**src/logic/ivp_pkg.sv**
```systemverilog
package ivp_pkg;

    // program word address width, covers the whole 4K-word memory
    localparam int unsigned ADDR_W     = 12;
    localparam int unsigned NUM_IRQ    = 25;
    localparam int unsigned IDX_W      = 5;

    // reset targets
    localparam logic [ADDR_W-1:0] RESET_ADDR_APP  = 12'h000;
    // start of the boot flash section, fixed at 12'hc00
    localparam logic [ADDR_W-1:0] BOOT_RESET_ADDR = 12'hc00;

    // interrupt table base for each vector-select setting
    localparam logic [ADDR_W-1:0] TABLE_BASE_APP  = 12'h001;
    localparam logic [ADDR_W-1:0] TABLE_BASE_BOOT = BOOT_RESET_ADDR + 12'h001;

    // fuse level after reset and meaning of the programmed state
    localparam logic FUSE_RESET_VAL  = 1'b1;
    localparam logic FUSE_PROGRAMMED = 1'b0;

    // request bit positions, lowest number wins
    localparam int unsigned IRQ_EXT_ZERO       = 0;
    localparam int unsigned IRQ_EXT_ONE        = 1;
    localparam int unsigned IRQ_PIN_CHG_ZERO   = 2;
    localparam int unsigned IRQ_PIN_CHG_ONE    = 3;
    localparam int unsigned IRQ_PIN_CHG_TWO    = 4;
    localparam int unsigned IRQ_WATCHDOG       = 5;
    localparam int unsigned IRQ_TMR2_CMP_A     = 6;
    localparam int unsigned IRQ_TMR2_CMP_B     = 7;
    localparam int unsigned IRQ_TMR2_OVF       = 8;
    localparam int unsigned IRQ_TMR1_CAPT      = 9;
    localparam int unsigned IRQ_TMR1_CMP_A     = 10;
    localparam int unsigned IRQ_TMR1_CMP_B     = 11;
    localparam int unsigned IRQ_TMR1_OVF       = 12;
    localparam int unsigned IRQ_TMR0_CMP_A     = 13;
    localparam int unsigned IRQ_TMR0_CMP_B     = 14;
    localparam int unsigned IRQ_TMR0_OVF       = 15;
    localparam int unsigned IRQ_SPI_DONE       = 16;
    localparam int unsigned IRQ_UART_RX_DONE   = 17;
    localparam int unsigned IRQ_TX_BUF_EMPTY   = 18;
    localparam int unsigned IRQ_UART_TX_DONE   = 19;
    localparam int unsigned IRQ_CONV_DONE      = 20;
    localparam int unsigned IRQ_NV_DATA_READY  = 21;
    localparam int unsigned IRQ_ANALOG_CMP     = 22;
    localparam int unsigned IRQ_TWO_WIRE       = 23;
    localparam int unsigned IRQ_PROG_STORE_RDY = 24;

    // one-word table offsets, indexed by request bit
    localparam logic [ADDR_W-1:0] VEC_OFFSET [NUM_IRQ] = '{
        12'h001, 12'h002, 12'h003, 12'h004, 12'h005, 12'h006,
        12'h007, 12'h008, 12'h009, 12'h00a, 12'h00b, 12'h00c, 12'h00d,
        12'h00e, 12'h00f, 12'h010, 12'h011, 12'h012, 12'h013, 12'h014,
        12'h015, 12'h016, 12'h017, 12'h018, 12'h019
    };

    typedef enum logic [1:0] {
        IVP_ST_CAPTURE = 2'b01,
        IVP_ST_RUN     = 2'b10
    } ivp_state_t;

endpackage

```
**src/logic/ivp_prio_enc.sv**
```systemverilog
`timescale 1ns/1ps

module ivp_prio_enc
    import ivp_pkg::*;
(
    // pending requests, bit 0 is the highest priority
    input  wire logic [NUM_IRQ-1:0] pend_i,
    // selected request
    output logic                    any_o,
    output logic [IDX_W-1:0]        idx_o
);

    always_comb begin
        any_o = 1'b0;
        idx_o = '0;
        // scan downward so the lowest set bit is left last
        for (int i = NUM_IRQ - 1; i >= 0; i--) begin
            if (pend_i[i]) begin
                any_o = 1'b1;
                idx_o = IDX_W'(i);
            end
        end
    end

endmodule

```
**src/logic/ivp_top.sv**
```systemverilog
`timescale 1ns/1ps

module ivp_top
    import ivp_pkg::*;
(
    // clock and reset
    input  wire logic               clk_sys_i,
    input  wire logic               reset_n_i,
    // configuration
    input  wire logic               boot_reset_fuse_i,
    input  wire logic               vector_select_i,
    // interrupt sources
    input  wire logic [NUM_IRQ-1:0] irq_req_i,
    input  wire logic [NUM_IRQ-1:0] irq_en_i,
    // fetch addresses to the core
    output logic [ADDR_W-1:0]       reset_addr_o,
    output logic                    reset_addr_valid_o,
    output logic [ADDR_W-1:0]       vector_addr_o,
    output logic [IDX_W-1:0]        vector_num_o,
    output logic                    vector_valid_o
);

    logic [1:0]         rst_sync_reg;
    logic               rst_n;
    logic [2:0]         fuse_sync_reg;
    logic [2:0]         fuse_fill_reg;
    logic               fuse_reg;
    ivp_state_t         state_reg;
    logic [NUM_IRQ-1:0] pend;
    logic               pend_any;
    logic [IDX_W-1:0]   pend_idx;
    logic [ADDR_W-1:0]  table_base;

    always_ff @(posedge clk_sys_i or negedge reset_n_i) begin
        if (!reset_n_i) begin
            rst_sync_reg <= 2'h0;
        end else begin
            rst_sync_reg <= {rst_sync_reg[0], 1'b1};
        end
    end

    assign rst_n = rst_sync_reg[1];

    // fuse strap enters from outside the clock domain
    always_ff @(posedge clk_sys_i or negedge rst_n) begin
        if (!rst_n) begin
            fuse_sync_reg <= {3{FUSE_RESET_VAL}};
        end else begin
            fuse_sync_reg <= {fuse_sync_reg[1:0], boot_reset_fuse_i};
        end
    end

    // marks stages that hold a pin sample, so the reset fill is never captured
    always_ff @(posedge clk_sys_i or negedge rst_n) begin
        if (!rst_n) begin
            fuse_fill_reg <= 3'h0;
        end else begin
            fuse_fill_reg <= {fuse_fill_reg[1:0], 1'b1};
        end
    end

    // latch the fuse once the synchroniser agrees, then hold it
    always_ff @(posedge clk_sys_i or negedge rst_n) begin
        if (!rst_n) begin
            state_reg <= IVP_ST_CAPTURE;
            fuse_reg  <= FUSE_RESET_VAL;
        end else begin
            case (state_reg)
                IVP_ST_CAPTURE: begin
                    if (fuse_fill_reg[2] && (fuse_sync_reg[2] == fuse_sync_reg[1])) begin
                        fuse_reg  <= fuse_sync_reg[2];
                        state_reg <= IVP_ST_RUN;
                    end
                end
                IVP_ST_RUN: begin
                    state_reg <= IVP_ST_RUN;
                end
                default: begin
                    state_reg <= IVP_ST_CAPTURE;
                end
            endcase
        end
    end

    always_ff @(posedge clk_sys_i or negedge rst_n) begin
        if (!rst_n) begin
            reset_addr_o       <= RESET_ADDR_APP;
            reset_addr_valid_o <= 1'b0;
        end else begin
            reset_addr_o       <= (fuse_reg == FUSE_PROGRAMMED) ? BOOT_RESET_ADDR
                                                                : RESET_ADDR_APP;
            reset_addr_valid_o <= (state_reg == IVP_ST_RUN);
        end
    end

    // only enabled requests compete
    genvar g;
    generate
        for (g = 0; g < NUM_IRQ; g++) begin : g_pend
            assign pend[g] = irq_req_i[g] & irq_en_i[g];
        end
    endgenerate

    ivp_prio_enc u_prio (
        .pend_i (pend),
        .any_o  (pend_any),
        .idx_o  (pend_idx)
    );

    assign table_base = vector_select_i ? TABLE_BASE_BOOT : TABLE_BASE_APP;

    always_ff @(posedge clk_sys_i or negedge rst_n) begin
        if (!rst_n) begin
            vector_addr_o  <= TABLE_BASE_APP;
            vector_num_o   <= '0;
            vector_valid_o <= 1'b0;
        end else begin
            vector_addr_o  <= table_base + VEC_OFFSET[pend_idx] - TABLE_BASE_APP;
            vector_num_o   <= pend_idx;
            vector_valid_o <= pend_any;
        end
    end

    // checks

    property p_reset_app;
        @(posedge clk_sys_i) disable iff (!rst_n)
        (fuse_reg != FUSE_PROGRAMMED) |=> (reset_addr_o == 12'h000);
    endproperty
    a_reset_app: assert property (p_reset_app)
        else $error("reset target not zero with fuse unprogrammed");

    property p_reset_boot;
        @(posedge clk_sys_i) disable iff (!rst_n)
        (fuse_reg == FUSE_PROGRAMMED) |=> (reset_addr_o == BOOT_RESET_ADDR);
    endproperty
    a_reset_boot: assert property (p_reset_boot)
        else $error("reset target not boot address with fuse programmed");

    property p_ext_one;
        @(posedge clk_sys_i) disable iff (!rst_n)
        (pend[1:0] == 2'b10 && !vector_select_i)
            |=> (vector_addr_o == 12'h002) && vector_valid_o;
    endproperty
    a_ext_one: assert property (p_ext_one)
        else $error("external request one vector wrong");

    property p_watchdog;
        @(posedge clk_sys_i) disable iff (!rst_n)
        (pend[5:0] == 6'h20 && !vector_select_i) |=> (vector_addr_o == 12'h006);
    endproperty
    a_watchdog: assert property (p_watchdog)
        else $error("watchdog vector wrong");

    property p_tmr2_ovf;
        @(posedge clk_sys_i) disable iff (!rst_n)
        (pend[8:0] == 9'h100 && !vector_select_i) |=> (vector_addr_o == 12'h009);
    endproperty
    a_tmr2_ovf: assert property (p_tmr2_ovf)
        else $error("timer 2 overflow vector wrong");

    property p_tmr1_capt;
        @(posedge clk_sys_i) disable iff (!rst_n)
        (pend[9:0] == 10'h200 && !vector_select_i) |=> (vector_addr_o == 12'h00a);
    endproperty
    a_tmr1_capt: assert property (p_tmr1_capt)
        else $error("timer 1 capture vector wrong");

    property p_tmr0_ovf;
        @(posedge clk_sys_i) disable iff (!rst_n)
        (pend[15:0] == 16'h8000 && !vector_select_i) |=> (vector_addr_o == 12'h010);
    endproperty
    a_tmr0_ovf: assert property (p_tmr0_ovf)
        else $error("timer 0 overflow vector wrong");

    property p_uart_rx;
        @(posedge clk_sys_i) disable iff (!rst_n)
        (pend[17:0] == 18'h20000 && !vector_select_i) |=> (vector_addr_o == 12'h012);
    endproperty
    a_uart_rx: assert property (p_uart_rx)
        else $error("receive complete vector wrong");

    property p_store_rdy;
        @(posedge clk_sys_i) disable iff (!rst_n)
        (pend == 25'h1000000 && !vector_select_i) |=> (vector_addr_o == 12'h019);
    endproperty
    a_store_rdy: assert property (p_store_rdy)
        else $error("program store ready vector wrong");

    property p_relocated;
        @(posedge clk_sys_i) disable iff (!rst_n)
        (pend_any && vector_select_i)
            |=> (vector_addr_o == BOOT_RESET_ADDR + VEC_OFFSET[$past(pend_idx)]);
    endproperty
    a_relocated: assert property (p_relocated)
        else $error("relocated vector not offset plus boot start");

    property p_base;
        @(posedge clk_sys_i) disable iff (!rst_n)
        (pend[0] && $changed(fuse_reg) == 1'b0)
            |=> (vector_addr_o == ($past(vector_select_i) ? 12'hc01 : 12'h001));
    endproperty
    a_base: assert property (p_base)
        else $error("table base wrong");

    property p_lowest;
        @(posedge clk_sys_i) disable iff (!rst_n)
        (pend[3] && pend[7] && pend[2:0] == 3'h0) |=> (vector_num_o == 5'h03);
    endproperty
    a_lowest: assert property (p_lowest)
        else $error("lowest pending request not selected");

    property p_no_wrap;
        @(posedge clk_sys_i) disable iff (!rst_n)
        vector_valid_o |-> (vector_addr_o >= 12'h001) && (vector_addr_o <= 12'hc19);
    endproperty
    a_no_wrap: assert property (p_no_wrap)
        else $error("vector address out of range");

endmodule

```
**config.mk**
```make
export PLATFORM = sky130hd
export DESIGN_NAME = ivp_top
export DESIGN_NICKNAME = d
export VERILOG_FILES = /design/src/logic/ivp_pkg.sv /design/src/logic/ivp_prio_enc.sv /design/src/logic/ivp_top.sv
export SDC_FILE = /design/constraint.sdc
export NUM_CORES = 1
export LEC_CHECK = 0
export BUFFER_PORTS_ARGS = -buffer_cell sky130_fd_sc_hd__buf_2
export CAP_MARGIN = 20
export CORE_MARGIN = 3
export CORE_UTILIZATION = 47
export CTS_CLUSTER_DIAMETER = 150
export DETAILED_ROUTE_END_ITERATION = 10
export PLACE_DENSITY = 0.89
export SYNTH_ARGS = -nofsm -noshare
export SYNTH_HDL_FRONTEND = slang
export SYNTH_SLANG_ARGS = --single-unit
```
**constraint.sdc**
```tcl
create_clock -name clk_sys_i -period 1.8 [get_ports clk_sys_i]
set_clock_uncertainty 0.1 [all_clocks]
set_input_delay 0.18 -clock clk_sys_i [delete_from_list [all_inputs] [get_ports clk_sys_i]]
set_output_delay 0.18 -clock clk_sys_i [all_outputs]
set_load 0.02 [all_outputs]
```
# ---- After elaboration in Yosys (flattened, before gate mapping)
# Memory sizes are Yosys's and may differ from the RTL's.
# Cells that the tools add are included.
dict set report op_classes {
  n_addsub 2
  n_lt_le_gt_ge 1
  reduce_logical 2
  n_bitwise 26
  n_eq_ne 4
  mux 56
}
# op n
set op_table {}
lappend op_table {{$mux 5} 25}
lappend op_table {{$mux 12} 4}
lappend op_table {{$and 1x1->1} 25}
lappend op_table {{$mux 1} 25}
lappend op_table {{$add 12x12->12} 1}
lappend op_table {{$sub 12x1->12 const B} 1}
lappend op_table {{$ge 6x6->1 const B} 1}
lappend op_table {{$not 5->6} 1}
lappend op_table {{$pmux 2 s2} 1}
lappend op_table {{$eq 2x1->1 const B} 1}
lappend op_table {{$eq 2x2->1 const B} 1}
lappend op_table {{$mux 2} 1}
lappend op_table {{$ne 2x2->1 const B} 1}
lappend op_table {{$reduce_and 2->1} 1}
lappend op_table {{$eq 1x1->1} 1}
lappend op_table {{$logic_and 1x1->1} 1}
dict set report word_totals {
  wordCells 102
  romBits 384
  n_memories 1
  output_inout_bits 31
  input_bits 54
  register_bits 42
}
# memory words word_bits rd rd_ports_with_merged_regs wr line_no
set mem_list {}
lappend mem_list {{(name not given)} 32 12 1 0 0 ivp_top.sv:118} ;# vector_addr_o <= table_base + VEC_OFFSET[pend_idx] - TABLE_BASE_APP;

# ---- Logic depth before layout (Yosys ltp)
dict set report logic_depth {
  ltp_word 32
  mapped_depth 9
  ltp_nobuf 9
}

# ---- Hierarchy
# From an unflattened synthesis, not the netlist that was laid out.
dict set report unflattened {
  cells_unflattened 144
  area_unflattened_um2 1407.6
}
# mod area_per_inst_um2 n_inst cells_per_inst seq_area_each_um2
set by_module_without_submodules {}
lappend by_module_without_submodules {ivp_top 1112.3 1 95 633.1}
lappend by_module_without_submodules {ivp_prio_enc 295.3 1 49 0.0}

# ---- Worst setup path after synthesis
# OpenSTA, ideal clock, no wires.
dict set report synth_path {
  kind {input-to-reg}
  startpoint {input port irq_req_i[10]}
  endpoint {register vector_addr_o[3]}
  path_buffers 0
  arrival_time_ps 1550
  t_required_ps 1562
  setup_slack_ps 12
  stages 9
  setup_ps 138
  path_cell_list {nand2_2 > a32o_1 > a222oi_1 > a21boi_1 > o211ai_1 > and3_1 > ha_1 > a21oi_2 > a41oi_2}
}
dict set report synth_between {
  elab_chain_len 18
}
# item line_no
set synth_rtl {}
lappend synth_rtl {{start, declared} ivp_top.sv:13} ;# input wire logic [NUM_IRQ-1:0] irq_req_i,
lappend synth_rtl {{$and 1x1->1} ivp_top.sv:100} ;# assign pend[g] = irq_req_i[g] & irq_en_i[g];
lappend synth_rtl {{$mux 5 (11 in a row)} ivp_prio_enc.sv:18} ;# if (pend_i[i]) begin
lappend synth_rtl {{net pend_idx[0]} ivp_top.sv:31} ;# logic [IDX_W-1:0] pend_idx;
lappend synth_rtl {{$not 5->6 (not written as such)} ivp_top.sv:118}
lappend synth_rtl {{$mem_v2 32x12} n/a}
lappend synth_rtl {{$mux 12 (not written as such) (2 in a row)} ivp_top.sv:118}
lappend synth_rtl {{$add 12x12->12} ivp_top.sv:118}
lappend synth_rtl {{$sub 12x1->12} ivp_top.sv:118}
lappend synth_rtl {{end signal, assigned} ivp_top.sv:118}
lappend synth_rtl {{end, declared} ivp_top.sv:18} ;# output logic [ADDR_W-1:0] vector_addr_o,
# The timed path passes the listed nets, and every way through them passes these cells. The select of a mux whose other input is x is not followed.
# A chain may end at the register's enable or synchronous reset.

# ---- Final worst setup path
dict set report layout_path {
  startpoint {input port irq_en_i[10]}
  endpoint {register vector_addr_o[3]}
}
dict set report layout_between {
  elab_chain_len 18
}
# item line_no
set layout_rtl {}
lappend layout_rtl {{start, declared} ivp_top.sv:14} ;# input wire logic [NUM_IRQ-1:0] irq_en_i,
lappend layout_rtl {{$and 1x1->1} ivp_top.sv:100}
lappend layout_rtl {{$mux 5 (11 in a row)} ivp_prio_enc.sv:18}
lappend layout_rtl {{net pend_idx[0]} ivp_top.sv:31}
lappend layout_rtl {{$not 5->6 (not written as such)} ivp_top.sv:118}
lappend layout_rtl {{$mem_v2 32x12} n/a}
lappend layout_rtl {{$mux 12 (not written as such) (2 in a row)} ivp_top.sv:118}
lappend layout_rtl {{$add 12x12->12} ivp_top.sv:118}
lappend layout_rtl {{$sub 12x1->12} ivp_top.sv:118}
# The timed path passes the listed nets, and every way through them passes these cells. The select of a mux whose other input is x is not followed.

==> results.ini <==
[synth]
avgSynthCellArea_um2=10.5
synth_cell_types=40
synth_edf_count=0
yosysWarnings=0
netlist_top_cells_count=dfrtp_1, nand2_1, buf_4
netlist.area_leader.share_pct=32.9
yosys.area.top_type=dfrtp_1
ys_ff_latch=25
synth_area_leaders=dfrtp_1, dfstp_2, buf_4
synthCells=138
synth_top_flop_cell=dfrtp_1
async_flop_share_pct=100
synth_area_um2=1450
yosysSeqAreaShare_pct=43.8

[drt]
vias=1254
routed_wl_um=2840
drc=0
drtIter0Drc=42
vias_per_cell=5.02
postRouteAntennaNets=0
routedWlPerCell_um=11.4
first_pass_iters=4

[power]
finalPower_uw=1420
clockPowerShare_pct=17.3
p_per_area_nw_per_um2=761
comb_power_share_pct=34.5
switchingPower_uw=480
ir_worst_vdd_mv=0.358
cellLeakagePower_uw=0.000961
p_int_uw=944
p_seq_share_pct=48.2
p_sw_share_pct=33.7

[cells_and_area]
final.fill_count=244
largest_reg_flops=6
diodes=0
layout-drive-gt1-share_pct=47.9
area_delta_synth_final_pct=29.4
regMostFlops=vector_addr_o
nets=278
reg.largest.list=vector_addr_o (6), vector_num_o (5)
fin_cells=250

[die]
initial_core_util_pct=50.7
fp-row-count=19
core_um2=2850
dieArea_um2=3780
io_pins=85
dieWidth_um=61.5
die_h_um=61.5

[critical_path]
crit_chain=buf_2, nand2_2, a32o_1, a222oi_1, a21boi_1, o211ai_1, and3_1, ha_1, a21oi_2, a41oi_2
end_kind=flop
critical_path_class=in2reg
crit_family=compound AO/OA/AOI/OAI gates
slowest_stage=a32o_1
cp.arrival_ns=1.75
critical_path_buf_inv_count=1
required_ns=1.90
slowest_delay_ns=0.25
cp-start-kind=primary input
path_max_fanout=3

[timing]
hold_viol=0
min_period_ns=1.66
rsz0062_at_grt=false
hold-worst-slack_ns=0.0168
report.final.slew_viol_count=0
tns_ns=0
setup_viol=0
min_period_over_period_pct=92.0
postLayoutSetupSlackWorst_ns=0.143
max_freq_mhz=604

[worst_hold_path]
min-delay-path-class=in2reg

[place]
gp_congestion=0.712
pre_cts_slack_ns=-0.185
dp_hpwl_um=2500
post-place-cells=243
io_buffers=69

[outcome]
status=complete, no violations

[cts]
ctsResizeCount=0
postCtsHoldBufs=3
cts_sinks=25
path_clk_slew_ns=0.13
root_buffer=clkbuf_4
cts.htree.levels=1
cts_buffers=3
post_cts_buffers=0
cts_tree=done
clock_path_buffers=2
clock_latency_ns=0.31

[grt]
grt_pass1_vias=1076
overflow=0
grt_pass1_wl_um=4390
grt_usage_pct=15.4
antenna_found_initial=0
grt_max_degree=24

[flow_run]
max-cap-violations=0

worst reg2reg max path, cell delays in order, from the launching register on:
cell     delay, ns
dfstp_2       0.56
inv_1         0.05
ha_1          0.30
nand2_1       0.06
o21ai_0       0.08
area by class of cell:
class                           instances  area, um2  area share (%)
Inverter                                5       18.8            1.00
Sequential cell                        25        633            33.8
Clock buffer                            3       22.5            1.20
Timing Repair Buffer                   79        428            22.9
Tap cell                               31       38.8            2.07
Multi-Input combinational cell        106        723            38.6
Clock inverter                          1       7.51           0.401
per-stage QoR:
stage | utilization (%) | area, um2
2_1_floorplan | - | 1500
3_3_place_gp | 63.5 | 1810
3_5_place_dp | 63.5 | 1810
4_1_cts | 65.6 | 1870
5_1_grt | 65.6 | 1870
6_report | 65.6 | 1870
routing by layer:
layer	global-route usage [%]	up-vias	part of all wire (%)
met2	26.4	69	48
met5	0	-	0
met3	1.89	2	9.0
met4	4.55	0	0.49
li1	-	629	-
met1	20.3	554	42
cell families (layout without fill, tap and decap cells):
logic type	after synthesis	after routing	synth area share, %
buffers and inverters	22	88	10.1
other	2	17	0.519
XOR/XNOR	1	1	0.606
flip-flops	25	25	43.8
AND/OR/NAND/NOR	45	45	18.3
AO/OA/AOI/OAI	39	39	23.2
adder cells (fa/ha/maj)	4	4	3.46
worst paths after layout:
path	startpoint	endpoint	slack [ns]	cells after the start
min in group asynchronous	reset_n_i	rst_sync_reg[1]	0.07	2
min	irq_en_i[2]	vector_addr_o[0]	0.02	3
max	irq_en_i[10]	vector_addr_o[3]	0.14	10
min reg2reg	rst_sync_reg[1]	fuse_fill_reg[2]	0.13	1
max reg2reg	state_reg[0]	state_reg[0]	0.59	4
max in group asynchronous	rst_sync_reg[1]	vector_addr_o[0]	1.20	1
cell usage in the layout (no fill, tap or decap), types with 5 or more instances in the layout:
master,count
buf_2,69
nand2_1,19
dfrtp_1,19
conb_1,17
nand3_1,7
a21oi_1,7
buf_4,7
nor2_1,6
dfstp_2,6
a22o_1,5
inv_1,5
power by group through the flow:
stage               Combinational (uW)  Sequential [uW]  Clock (uW)
global placement                   475              693           0
global route                       555              695         279
floorplan                          287              747           0
detailed placement                 492              699           0
CTS                                497              689         258
finish                             491              686         247
No activity file was read; power rests on OpenSTA's default activity.
